<file path="config.mk">
export PLATFORM = sky130hd
export DESIGN_NAME = poc_power_output_ctrl
export DESIGN_NICKNAME = d
export VERILOG_FILES = /design/src/design/poc_pkg.sv /design/src/design/poc_power_output_ctrl.sv
export SDC_FILE = /design/constraint.sdc
export NUM_CORES = 1
export LEC_CHECK = 0
export BUFFER_PORTS_ARGS = -buffer_cell sky130_fd_sc_hd__buf_2
export CAP_MARGIN = 20
export CORE_MARGIN = 5
export CORE_UTILIZATION = 30
export CTS_CLUSTER_SIZE = 12
export DETAILED_ROUTE_END_ITERATION = 8
export PLACE_DENSITY = 0.48
export SLEW_MARGIN = 15
export SYNTH_ARGS = -nofsm -noshare
export SYNTH_HDL_FRONTEND = slang
export SYNTH_SLANG_ARGS = --single-unit
</file>
<file path="constraint.sdc">
create_clock -name ref_clk -period 2.1 [get_ports ref_clk]
set_clock_uncertainty 0.1 [all_clocks]
set_input_delay 0.105 -clock ref_clk [delete_from_list [all_inputs] [get_ports ref_clk]]
set_output_delay 0.105 -clock ref_clk [all_outputs]
set_load 0.005 [all_outputs]
</file>
<file path="src/design/poc_pkg.sv">
`default_nettype none
package poc_pkg;

  // register indices; byte address is four times the index
  localparam int unsigned ADDR_W = 10;
  localparam logic [7:0] IDX_INPUT_POWER = 8'h1e;
  localparam logic [7:0] IDX_OUTPUT_CTRL = 8'h1f;
  localparam logic [7:0] IDX_CLOCK_HIZ = 8'h20;
  localparam logic [7:0] IDX_DETECT = 8'h24;

  // input_and_power_control fields
  localparam int unsigned BIT_BW_HIGH = 5;
  localparam int unsigned BIT_PD_AUTO = 4;
  localparam int unsigned BIT_PD = 3;
  localparam int unsigned BIT_PD_POL = 2;
  localparam int unsigned BIT_FAST = 1;
  localparam int unsigned BIT_SOG_PD_HIZ = 0;
  // output_control fields
  localparam int unsigned MODE_LSB = 5;
  localparam int unsigned BIT_PRI_EN = 4;
  localparam int unsigned BIT_SEC_EN = 3;
  localparam int unsigned DRV_LSB = 1;
  localparam int unsigned BIT_CLK_INV = 0;
  // output_clock_and_impedance fields
  localparam int unsigned CLKSEL_LSB = 6;
  localparam int unsigned BIT_ALL_HIZ = 5;
  localparam int unsigned BIT_SOG_HIZ = 4;
  localparam int unsigned BIT_FIELD_POL = 3;

  // power-up values and writable bits
  localparam logic [7:0] RST_INPUT_POWER = 8'h20;
  localparam logic [7:0] RST_OUTPUT_CTRL = 8'h14;
  localparam logic [7:0] RST_CLOCK_HIZ = 8'h08;
  localparam logic [7:0] MASK_INPUT_POWER = 8'h3f;
  localparam logic [7:0] MASK_OUTPUT_CTRL = 8'h7f;
  localparam logic [7:0] MASK_CLOCK_HIZ = 8'hf8;

  // timing
  localparam int unsigned REF_CLK_KHZ = 125000;
  localparam int unsigned FIXED_CLK_KHZ = 40000;
  localparam int unsigned ACT_WINDOW_US = 100;
  localparam int unsigned ACT_WINDOW_CYCLES =
    ACT_WINDOW_US * REF_CLK_KHZ / 1000;
  // one bit above the largest acc so acc + step never wraps
  localparam int unsigned ACC_W = 18;
  localparam logic [ACC_W-1:0] ACC_STEP = ACC_W'(2 * FIXED_CLK_KHZ);
  localparam logic [ACC_W-1:0] ACC_WRAP = ACC_W'(REF_CLK_KHZ);

  typedef enum logic [1:0] {
    MODE_RGB444 = 2'h0,
    MODE_YCC422 = 2'h1,
    MODE_DDR444 = 2'h2
  } poc_mode_t;

  typedef enum logic [1:0] {
    CLK_PIXEL = 2'h0,
    CLK_PIXEL_90 = 2'h1,
    CLK_PIXEL_2X = 2'h2,
    CLK_FIXED = 2'h3
  } poc_clksel_t;

  typedef struct packed {
    logic [7:0] red;
    logic [7:0] green;
    logic [7:0] blue;
  } poc_pixel_t;

  // field order matches the detect status bits 7..0
  typedef struct packed {
    logic hsync0;
    logic hsync1;
    logic vsync0;
    logic vsync1;
    logic sog0;
    logic sog1;
    logic coast;
    logic clamp;
  } poc_sync_t;

endpackage
`default_nettype wire

</file>
<file path="src/design/poc_power_output_ctrl.sv">
// Behaviour
// - bandwidth bit: 0 low, 1 high, default 1
// - power-down select: 0 manual, 1 automatic
// - automatic: powered while hsync or sog active
// - manual: register bit or active pin powers down
// - pin polarity bit: 0 low, 1 high active
// - fast switching keeps power, floats outputs only
// - sog pd bit floats sync output in power-down
// - mode field: 00 rgb, 01 422, 10 ddr
// - 422 uses 16 pins; ddr changes every edge
// - primary enable floats or drives, default 1
// - blue carries secondary in 422 and ddr
// - secondary enable floats or drives, default 0
// - drive strength field, default 10, some excluded
// - clock invert bit, default 0
// - clock select: pixel, 90 deg, 2x, 40 MHz
// - global hiz floats all but sync slicer output
// - sog hiz bit floats sync slicer output
// - field polarity bit, default 1
// - steady sync input is reported inactive
//
// Design decision made here: the APB register port.
`timescale 1ns/1ps
`default_nettype none
module poc_power_output_ctrl
  import poc_pkg::*;
#(
  parameter int unsigned ACT_WINDOW = ACT_WINDOW_CYCLES
) (
  // clock and reset
  input wire logic ref_clk,
  input wire logic reset_n,
  // apb slave
  input wire logic psel,
  input wire logic penable,
  input wire logic pwrite,
  input wire logic [ADDR_W-1:0] paddr,
  input wire logic [31:0] pwdata,
  output logic [31:0] prdata,
  output logic pready,
  output logic pslverr,
  // sync activity inputs and power pin
  input wire poc_sync_t sync_in,
  input wire logic power_down_pin,
  // digitizer data path inputs
  input wire poc_pixel_t pixel_in,
  input wire logic sync_on_green_input,
  input wire logic vsync_in,
  input wire logic odd_field_in,
  // analog core control
  output logic core_power_down,
  output logic bandwidth_high,
  output logic [1:0] drive_strength,
  // output pins with enables
  output poc_pixel_t data_out,
  output logic red_green_oe,
  output logic blue_oe,
  output logic clock_out,
  output logic clock_out_oe,
  output logic green_sync_slicer_output,
  output logic green_sync_slicer_output_oe,
  output logic vertical_sync_output,
  output logic vertical_sync_output_oe,
  output logic field_output,
  output logic field_output_oe
);

  typedef enum logic [1:0] {
    ST_ACTIVE,
    ST_FAST_HIZ,
    ST_POWERED_DOWN
  } poc_pwr_state_t;

  ////////////////////////////////////////////////////////////////////////////
  // register file

  logic [7:0] input_and_power_control;
  logic [7:0] output_control;
  logic [7:0] output_clock_and_impedance;
  logic [7:0] detect_status;
  logic [31:0] rdata;
  logic answered;

  wire logic [7:0] reg_index = paddr[ADDR_W-1:2];
  wire logic hit_input_power = reg_index == IDX_INPUT_POWER;
  wire logic hit_output_ctrl = reg_index == IDX_OUTPUT_CTRL;
  wire logic hit_clock_hiz = reg_index == IDX_CLOCK_HIZ;
  wire logic hit_detect = reg_index == IDX_DETECT;
  wire logic hit_any = hit_input_power | hit_output_ctrl | hit_clock_hiz
    | hit_detect;
  // the status register is read-only: writing it is refused
  wire logic bad_access = !hit_any | (pwrite & hit_detect);
  wire logic setup = psel & !penable;
  wire logic access_done = psel & penable & pready;
  wire logic do_write = access_done & pwrite & !bad_access;
  wire logic [7:0] read_mux = hit_input_power ? input_and_power_control :
    hit_output_ctrl ? output_control :
    hit_clock_hiz ? output_clock_and_impedance :
    hit_detect ? detect_status : 8'h00;

  assign pready = answered;
  assign prdata = rdata;

  // answer always in the first access cycle; read data is latched in setup
  always_ff @(posedge ref_clk or negedge reset_n) begin
    if (!reset_n) begin
      answered <= 1'b0;
      rdata <= 32'h0000_0000;
      pslverr <= 1'b0;
    end else if (setup) begin
      answered <= 1'b1;
      rdata <= {24'h00_0000, read_mux};
      pslverr <= bad_access;
    end else if (access_done) begin
      answered <= 1'b0;
      pslverr <= 1'b0;
    end
  end

  always_ff @(posedge ref_clk or negedge reset_n) begin
    if (!reset_n) begin
      input_and_power_control <= RST_INPUT_POWER;
      output_control <= RST_OUTPUT_CTRL;
      output_clock_and_impedance <= RST_CLOCK_HIZ;
    end else if (do_write) begin
      if (hit_input_power)
        input_and_power_control <= pwdata[7:0] & MASK_INPUT_POWER;
      if (hit_output_ctrl)
        output_control <= pwdata[7:0] & MASK_OUTPUT_CTRL;
      if (hit_clock_hiz)
        output_clock_and_impedance <= pwdata[7:0] & MASK_CLOCK_HIZ;
    end
  end

  wire logic pd_auto = input_and_power_control[BIT_PD_AUTO];
  wire logic pd_soft = input_and_power_control[BIT_PD];
  wire logic pd_pin_high = input_and_power_control[BIT_PD_POL];
  wire logic fast_switch = input_and_power_control[BIT_FAST];
  wire logic sog_pd_hiz = input_and_power_control[BIT_SOG_PD_HIZ];
  wire poc_mode_t out_mode = poc_mode_t'(output_control[MODE_LSB+:2]);
  wire logic primary_en = output_control[BIT_PRI_EN];
  wire logic secondary_en = output_control[BIT_SEC_EN];
  wire logic clk_invert = output_control[BIT_CLK_INV];
  wire poc_clksel_t clk_sel =
    poc_clksel_t'(output_clock_and_impedance[CLKSEL_LSB+:2]);
  wire logic all_hiz = output_clock_and_impedance[BIT_ALL_HIZ];
  wire logic sog_hiz = output_clock_and_impedance[BIT_SOG_HIZ];
  wire logic field_pol = output_clock_and_impedance[BIT_FIELD_POL];

  assign bandwidth_high = input_and_power_control[BIT_BW_HIGH];
  // vsync and field outputs keep a fixed drive
  assign drive_strength = output_control[DRV_LSB+:2];

  ////////////////////////////////////////////////////////////////////////////
  // activity detectors: an edge restarts the window, silence ends it

  genvar gi;
  generate
    for (gi = 0; gi < $bits(poc_sync_t); gi++) begin : g_detect
      logic last;
      logic [$clog2(ACT_WINDOW+1)-1:0] quiet;
      wire logic edge_seen = sync_in[gi] ^ last;
      always_ff @(posedge ref_clk or negedge reset_n) begin
        if (!reset_n) begin
          last <= 1'b0;
          quiet <= '0;
          detect_status[gi] <= 1'b0;
        end else begin
          last <= sync_in[gi];
          if (edge_seen) begin
            quiet <= '0;
            detect_status[gi] <= 1'b1;
          end else if (quiet == ($bits(quiet))'(ACT_WINDOW - 1)) begin
            detect_status[gi] <= 1'b0;
          end else begin
            quiet <= quiet + 1'b1;
          end
        end
      end
    end
  endgenerate

  ////////////////////////////////////////////////////////////////////////////
  // power management

  poc_pwr_state_t pwr_state, next_pwr_state;
  wire poc_sync_t det = poc_sync_t'(detect_status);
  // hsync or sync-on-green on either channel keeps the part awake
  wire logic sync_present = det.hsync0 | det.hsync1 | det.sog0 | det.sog1;
  wire logic pin_active = pd_pin_high ? power_down_pin : !power_down_pin;
  wire logic manual_pd = pd_soft | pin_active;
  wire logic pd_request = pd_auto ? !sync_present : manual_pd;

  always_comb begin
    next_pwr_state = ST_ACTIVE;
    case (1'b1)
      !pd_request: next_pwr_state = ST_ACTIVE;
      fast_switch: next_pwr_state = ST_FAST_HIZ;
      default: next_pwr_state = ST_POWERED_DOWN;
    endcase
  end

  always_ff @(posedge ref_clk or negedge reset_n) begin
    if (!reset_n)
      pwr_state <= ST_ACTIVE;
    else
      pwr_state <= next_pwr_state;
  end

  // fast switching keeps the analog core live so resume is instant
  assign core_power_down = pwr_state == ST_POWERED_DOWN;
  wire logic in_pd = pwr_state != ST_ACTIVE;
  wire logic drive_ok = !in_pd & !all_hiz;

  ////////////////////////////////////////////////////////////////////////////
  // output clocks: pixel rate is a quarter of ref_clk

  logic [1:0] phase;
  logic [ACC_W-1:0] acc;
  logic fixed_clk;
  wire logic [ACC_W-1:0] acc_sum = acc + ACC_STEP;
  wire logic acc_wrap = acc_sum >= ACC_WRAP;
  wire logic pixel_en = phase == 2'h3;
  wire logic half_en = phase[0];

  always_ff @(posedge ref_clk or negedge reset_n) begin
    if (!reset_n) begin
      phase <= 2'h0;
      acc <= '0;
      fixed_clk <= 1'b0;
    end else begin
      phase <= phase + 2'h1;
      acc <= acc_wrap ? acc_sum - ACC_WRAP : acc_sum;
      // average rate exact, edges jitter by one ref_clk period
      if (acc_wrap)
        fixed_clk <= !fixed_clk;
    end
  end

  logic sel_clk;
  always_comb begin
    case (clk_sel)
      CLK_PIXEL: sel_clk = phase[1];
      CLK_PIXEL_90: sel_clk = phase[1] ^ phase[0];
      CLK_PIXEL_2X: sel_clk = phase[0];
      CLK_FIXED: sel_clk = fixed_clk;
      default: sel_clk = phase[1];
    endcase
  end

  ////////////////////////////////////////////////////////////////////////////
  // output formatter

  wire logic ddr = out_mode == MODE_DDR444;
  wire logic split = out_mode == MODE_YCC422 | ddr;
  // ddr updates the data on both halves of the output clock
  wire logic load_pix = ddr ? half_en : pixel_en;
  wire logic next_rg_oe = drive_ok & primary_en;
  // 422 frees the blue lanes: only the secondary stream may use them
  wire logic next_blue_oe = drive_ok
    & (split ? secondary_en : primary_en);
  wire logic next_sog_oe = !sog_hiz
    & !(in_pd & sog_pd_hiz);

  always_ff @(posedge ref_clk or negedge reset_n) begin
    if (!reset_n) begin
      data_out <= '0;
      clock_out <= 1'b0;
      green_sync_slicer_output <= 1'b0;
      vertical_sync_output <= 1'b0;
      field_output <= 1'b0;
    end else begin
      if (load_pix)
        data_out <= pixel_in;
      clock_out <= sel_clk ^ clk_invert;
      green_sync_slicer_output <= sync_on_green_input;
      vertical_sync_output <= vsync_in;
      field_output <= odd_field_in ^ field_pol;
    end
  end

  always_ff @(posedge ref_clk or negedge reset_n) begin
    if (!reset_n) begin
      red_green_oe <= 1'b0;
      blue_oe <= 1'b0;
      clock_out_oe <= 1'b0;
      green_sync_slicer_output_oe <= 1'b0;
      vertical_sync_output_oe <= 1'b0;
      field_output_oe <= 1'b0;
    end else begin
      red_green_oe <= next_rg_oe;
      blue_oe <= next_blue_oe;
      clock_out_oe <= drive_ok;
      green_sync_slicer_output_oe <= next_sog_oe;
      vertical_sync_output_oe <= drive_ok;
      field_output_oe <= drive_ok;
    end
  end

  ////////////////////////////////////////////////////////////////////////////
  // checks

  // checks start one edge after reset ends: release lands on a clock edge
  logic chk_live;
  always_ff @(posedge ref_clk or negedge reset_n) begin
    if (!reset_n)
      chk_live <= 1'b0;
    else
      chk_live <= 1'b1;
  end
endmodule // poc_power_output_ctrl
`default_nettype wire

</file>
=== Word level (Yosys, flattened, before mapping) ===
Cells that the tools add are included.

* Reductions and logical operators: 24
* Equality and inequality tests: 27
* Add/subtract/negate cells: 11
* Bitwise operators: 31
* Mux-type cells: 47
* Order comparisons: 1

{| class="wikitable"
|+ Operator list
! cell !! number
|-
| $mux 14 || 16
|-
| $add 14x1->14 const B || 8
|-
| $eq 14x14->1 const B || 8
|-
| $mux 8 || 4
|-
| $mux 1 || 23
|-
| $reduce_bool 2->1 || 10
|-
| $add 18x17->18 const B || 1
|-
| $ge 18x17->1 const B || 1
|-
| $mux 18 || 1
|-
| $sub 18x17->18 const B || 1
|-
| $eq 8x5->1 const B || 2
|-
| $eq 8x6->1 const B || 2
|-
| $ne 2x2->1 const B || 8
|-
| $and 1x1->1 || 11
|-
| $xor 1x1->1 || 11
|-
| $eq 2x2->1 const B || 5
|-
| $logic_not 1->1 || 10
|-
| $or 1x1->1 || 9
|-
| $reduce_and 2->1 || 3
|-
| $eq 2x1->1 const B || 2
|-
| $mux 2 || 2
|-
| $pmux 1 s4 || 1
|-
| $add 2x1->2 const B || 1
|-
| $logic_not 2->1 || 1
|}

* Bits in registers: 211
* Output and inout port bits: 72
* Word-level logic and storage cells: 186
* Input port bits: 83

=== Depth between registers and ports, before layout ===
* Depth in word-level cells: 9
* Depth in mapped cells: 8
* Gate-level depth less buffers: 7

=== Worst setup path after synthesis ===
OpenSTA, ideal clock, no wires.

* Path type: register -> register
* Start: reg acc[7]
* End: reg acc[9]
* Setup time: 0.134 ns
* Clock period less this slack: 2.208 ns
* Stages on the path, launching flop included: 8
* Slack: -0.108 ns
* Data required time: 1.866 ns
* Data arrival time: 1.974 ns
* Cells stage by stage: dfrtp_1 -> ha_1 -> nand3_4 -> nand3_1 -> a211o_4 -> a2111oi_4 -> a211oi_1 -> xor2_1

* Longest elaborated chain between the ends: 3
* Elaborated cells on any way between the ends: 4

{| class="wikitable"
|+ Ends and longest elaborated chain
! element !! line !! RTL
|-
| from (decl) || poc_power_output_ctrl.sv:219 || <nowiki>logic [ACC_W-1:0] acc;</nowiki>
|-
| from (signal assigned) || poc_power_output_ctrl.sv:233 || <nowiki>acc <= acc_wrap ? acc_sum - ACC_WRAP : acc_sum;</nowiki>
|-
| $add 18x17->18 (*) || poc_power_output_ctrl.sv:221 || <nowiki>wire logic [ACC_W-1:0] acc_sum = acc + ACC_STEP;</nowiki>
|-
| $sub 18x17->18 / $ge 18x17->1 (equally long branches) || poc_power_output_ctrl.sv:233, poc_power_output_ctrl.sv:222 ||
|-
| $mux 18 (*) || poc_power_output_ctrl.sv:233 ||
|}

Every way passes the cells marked *; elsewhere a longest branch is shown, timed or not.
A chain may end at the register's enable or synchronous reset.

=== Worst setup path in the final report ===
Ends and elaborated chain as after synthesis.

==> impl_metrics.toml <==
[outcome]
status = "complete, but fails checks"
violations = "setup timing"

[logic_synthesis]
synth_top_cell_by_area = "dfrtp_1"
synth_area_mm2 = 0.00997
ys_ff_latch = 208
synth_edf_count = 0
synth_top_area_frac = 0.512
synth-seq-area-share = 0.523
syn_inst = 934
synth_top_flop_cell = "dfrtp_1"
synth_warnings = 0
ys_types = 64
synthArstFlopShare = 1.00
syn_avg_cell_area_um2 = 10.7
synth_area_leaders = "dfrtp_1 51%, xor2_1 7.1%, mux2_2 5.0%"

[clocking]
cts_max_path_buffers = 3
root_buffer = "clkbuf_16"
clk_latency_ns = 0.51
cts.reportedPaths.clkPinSlew_ns = 0.06
cts_sinks = 208
cts_tree = "done"
numCtsBuffers = 25
h-tree-depth = 1

[worst_setup_path]
cp_slowest_cell = "a2111oi_4"
cp_max_fo = 8
crit_path_end_kind = "register"
cp-start-kind = "register"
path_delay_family = "compound AO/OA/AOI/OAI gates"
cpPeakStageDelay_ns = 0.44
worst_ep_required_time_ns = 2.39
crit_chain = "ha_4 -> nand3_4 -> nand3_2 -> a211o_4 -> a2111oi_4 -> a211oi_2 -> xor2_1"
path_buf_inv = 0
crit_arrival_ns = 2.49
path_class = "register to register"

[layout]
syn2layout_area_growth_pct = 27.1
nets = 1233
drive_gt1_frac = 0.240

[global_route]
antenna_found_initial = 2
grt_start_max_net_pins = 60
grt_pass1_vias = 7305
gr-total-overflow = 0
grt_usage = 0.124
grt_pass1_wl_um = 37800

[timing]
finalMaxSlewViolations = 0
rsz0062_at_grt = "true"
whs_ns = 0.00825
final.setup.tns_ns = -0.436
post-route-min-period_ns = 2.20
setup_violations = 8
slew_headroom = 0.618
hold_violations = 0
finalWorstSetupSlack_ns = -0.104
worst_pin_slew_ns = 0.572
min_period_over_period = 1.05
timing.fmax_mhz = 454

[power]
peakVddDrop_v = 0.000541
clkPwrFrac = 0.468
comb_power_share = 0.070
p_per_area_mw_per_mm2 = 723
switching_share = 0.230
p_leak_nw = 5.64
switching_power_w = 0.00210
p_total_w = 0.00916
internal_power_w = 0.00706
p_seq_frac = 0.462

[detailed_routing]
vias_per_cell = 4.50
final_antenna_net_count = 0
drt_wl_total_um = 22700
post_drt_wl_per_cell_um = 14.2
dr.pass1.iters = 4
drtIter0Drc = 355
drc = 0
vias = 7186

[die]
die_w_um = 192
dieHeight_um = 192
rows = 66
core_mm2 = 0.0327
initial_core_util = 0.305
dieArea_mm2 = 0.0370
pin_count = 155

[placed_design]
hpwl_um = 15900
globalplace.congestion = 0.812
io_buffers = 104

[worst_hold_path]
hp-class = "input pin to asynchronous set/reset pin"

[run]
cap_violations = 0
==> worst register-to-register path, stage by stage, from the launching register on <==
cell	delay (ns)
dfrtp_2	0.43
ha_4	0.18
nand3_4	0.15
nand3_2	0.08
a211o_4	0.39
a2111oi_4	0.44
a211oi_2	0.14
xor2_1	0.16
==> final cells by class <==
| cell class | instances | area [µm²] |
|---|---|---|
| fill | 3204 | 20000 |
| sequential | 208 | 5210 |
| multi-input combinational | 685 | 4580 |
| timing repair buffer | 204 | 1460 |
| clock buffer | 36 | 727 |
| tap | 442 | 553 |
| clock inverter | 8 | 92.6 |
| inverter | 13 | 48.8 |
| antenna | 2 | 5.00 |
==> synth_stat cells, types with 5 or more instances <==
master,instances
nand2_1,75
nand4_1,22
buf_2,5
mux2i_1,22
xnor2_1,29
dfrtp_1,204
nor4_1,5
or3_1,24
and3_1,11
a31oi_1,5
or4_1,5
ha_1,13
nor2_1,125
buf_4,28
nand3_1,48
clkbuf_1,18
inv_1,13
o21ai_0,32
a21o_1,8
mux2_2,44
nor3_1,19
a21oi_1,25
xor2_1,81
==> power by group through the flow <==
| stage | Combinational [W] | Sequential [W] | Clock (W) |
|---|---|---|---|
| finish | 0.000639 | 0.00424 | 0.00429 |
| CTS | 0.000656 | 0.00424 | 0.00447 |
| detailed placement | 0.000583 | 0.00431 | 0 |
| floorplan | 0.000325 | 0.00429 | 0 |
| global route | 0.000740 | 0.00426 | 0.00462 |
| global placement | 0.000578 | 0.00430 | 0 |
==> state kept, by name (all words and copies together) (netlist names), 5 cells and up <==
register,cells
g_detect.last,8
det,8
acc,15
output_clock_and_impedance,5
input_and_power_control,6
output_control,7
prdata,8
g_detect.quiet,112
data_out,24
==> cell families after synthesis <==
family,synth area share
compound gates,0.0731
buf+inv,0.0353
simple gates,0.177
mux,0.0741
xor+xnor,0.102
fa+ha+maj,0.0163
flops,0.523
other cells,0.000376
==> worst paths after layout <==
kind                                       startpoint                          to  slack [ns]  cells after the start
max in group asynchronous                     reset_n  input_and_power_control[5]        1.20                      3
min in group ref_clk                         paddr[7]                   prdata[7]        0.06                      4
hold reg to reg            input_and_power_control[1]                pwr_state[1]        0.36                      1
setup / recovery                               acc[7]                      acc[9]       -0.10                      7
hold / removal                                reset_n        g_detect[1].quiet[8]       0.008                      2
setup reg to reg                               acc[7]                      acc[9]       -0.10                      7
==> stage by stage <==
step / setup slack (ns) / utilization / area [µm²] / instances
floorplan: 0.000629 / - / 10100 / 957
global placement: -0.0958 / 0.345 / 11300 / 1500
detailed placement: -0.111 / 0.345 / 11300 / 1500
CTS: -0.0481 / 0.386 / 12600 / 1594
global route: -0.171 / 0.387 / 12700 / 1597
finish: -0.104 / 0.387 / 12700 / 1598
==> timing repair <==
item,CTS,global route
gates resized for setup,10,3
buffers inserted,2,2
hold buffers,48,0
endpoints found under the setup margin,15,16
hold endpoints to repair,370,0
pin swaps,11,7
==> routing by layer <==
metal / GRT usage / vias to the layer above / part of all wire
li1: - / 3608 / -
met1: 0.174 / 3433 / 0.49
met2: 0.201 / 116 / 0.45
met3: 0.0219 / 29 / 0.044
met4: 0.0266 / 0 / 0.017
met5: 0 / - / 0
==> cell usage in the layout, fill, tap and decap left out, types with 25 or more instances in the layout <==
cell           instances
o21ai_0               32
dlygate4sd3_1         48
dfrtp_1              203
nand2_1               75
nor2_1               125
buf_2                103
clkbuf_16             25
mux2_2                44
buf_4                 47
xnor2_1               28
xor2_1                81
nand3_1               46
No activity file was read; power rests on OpenSTA's default activity.
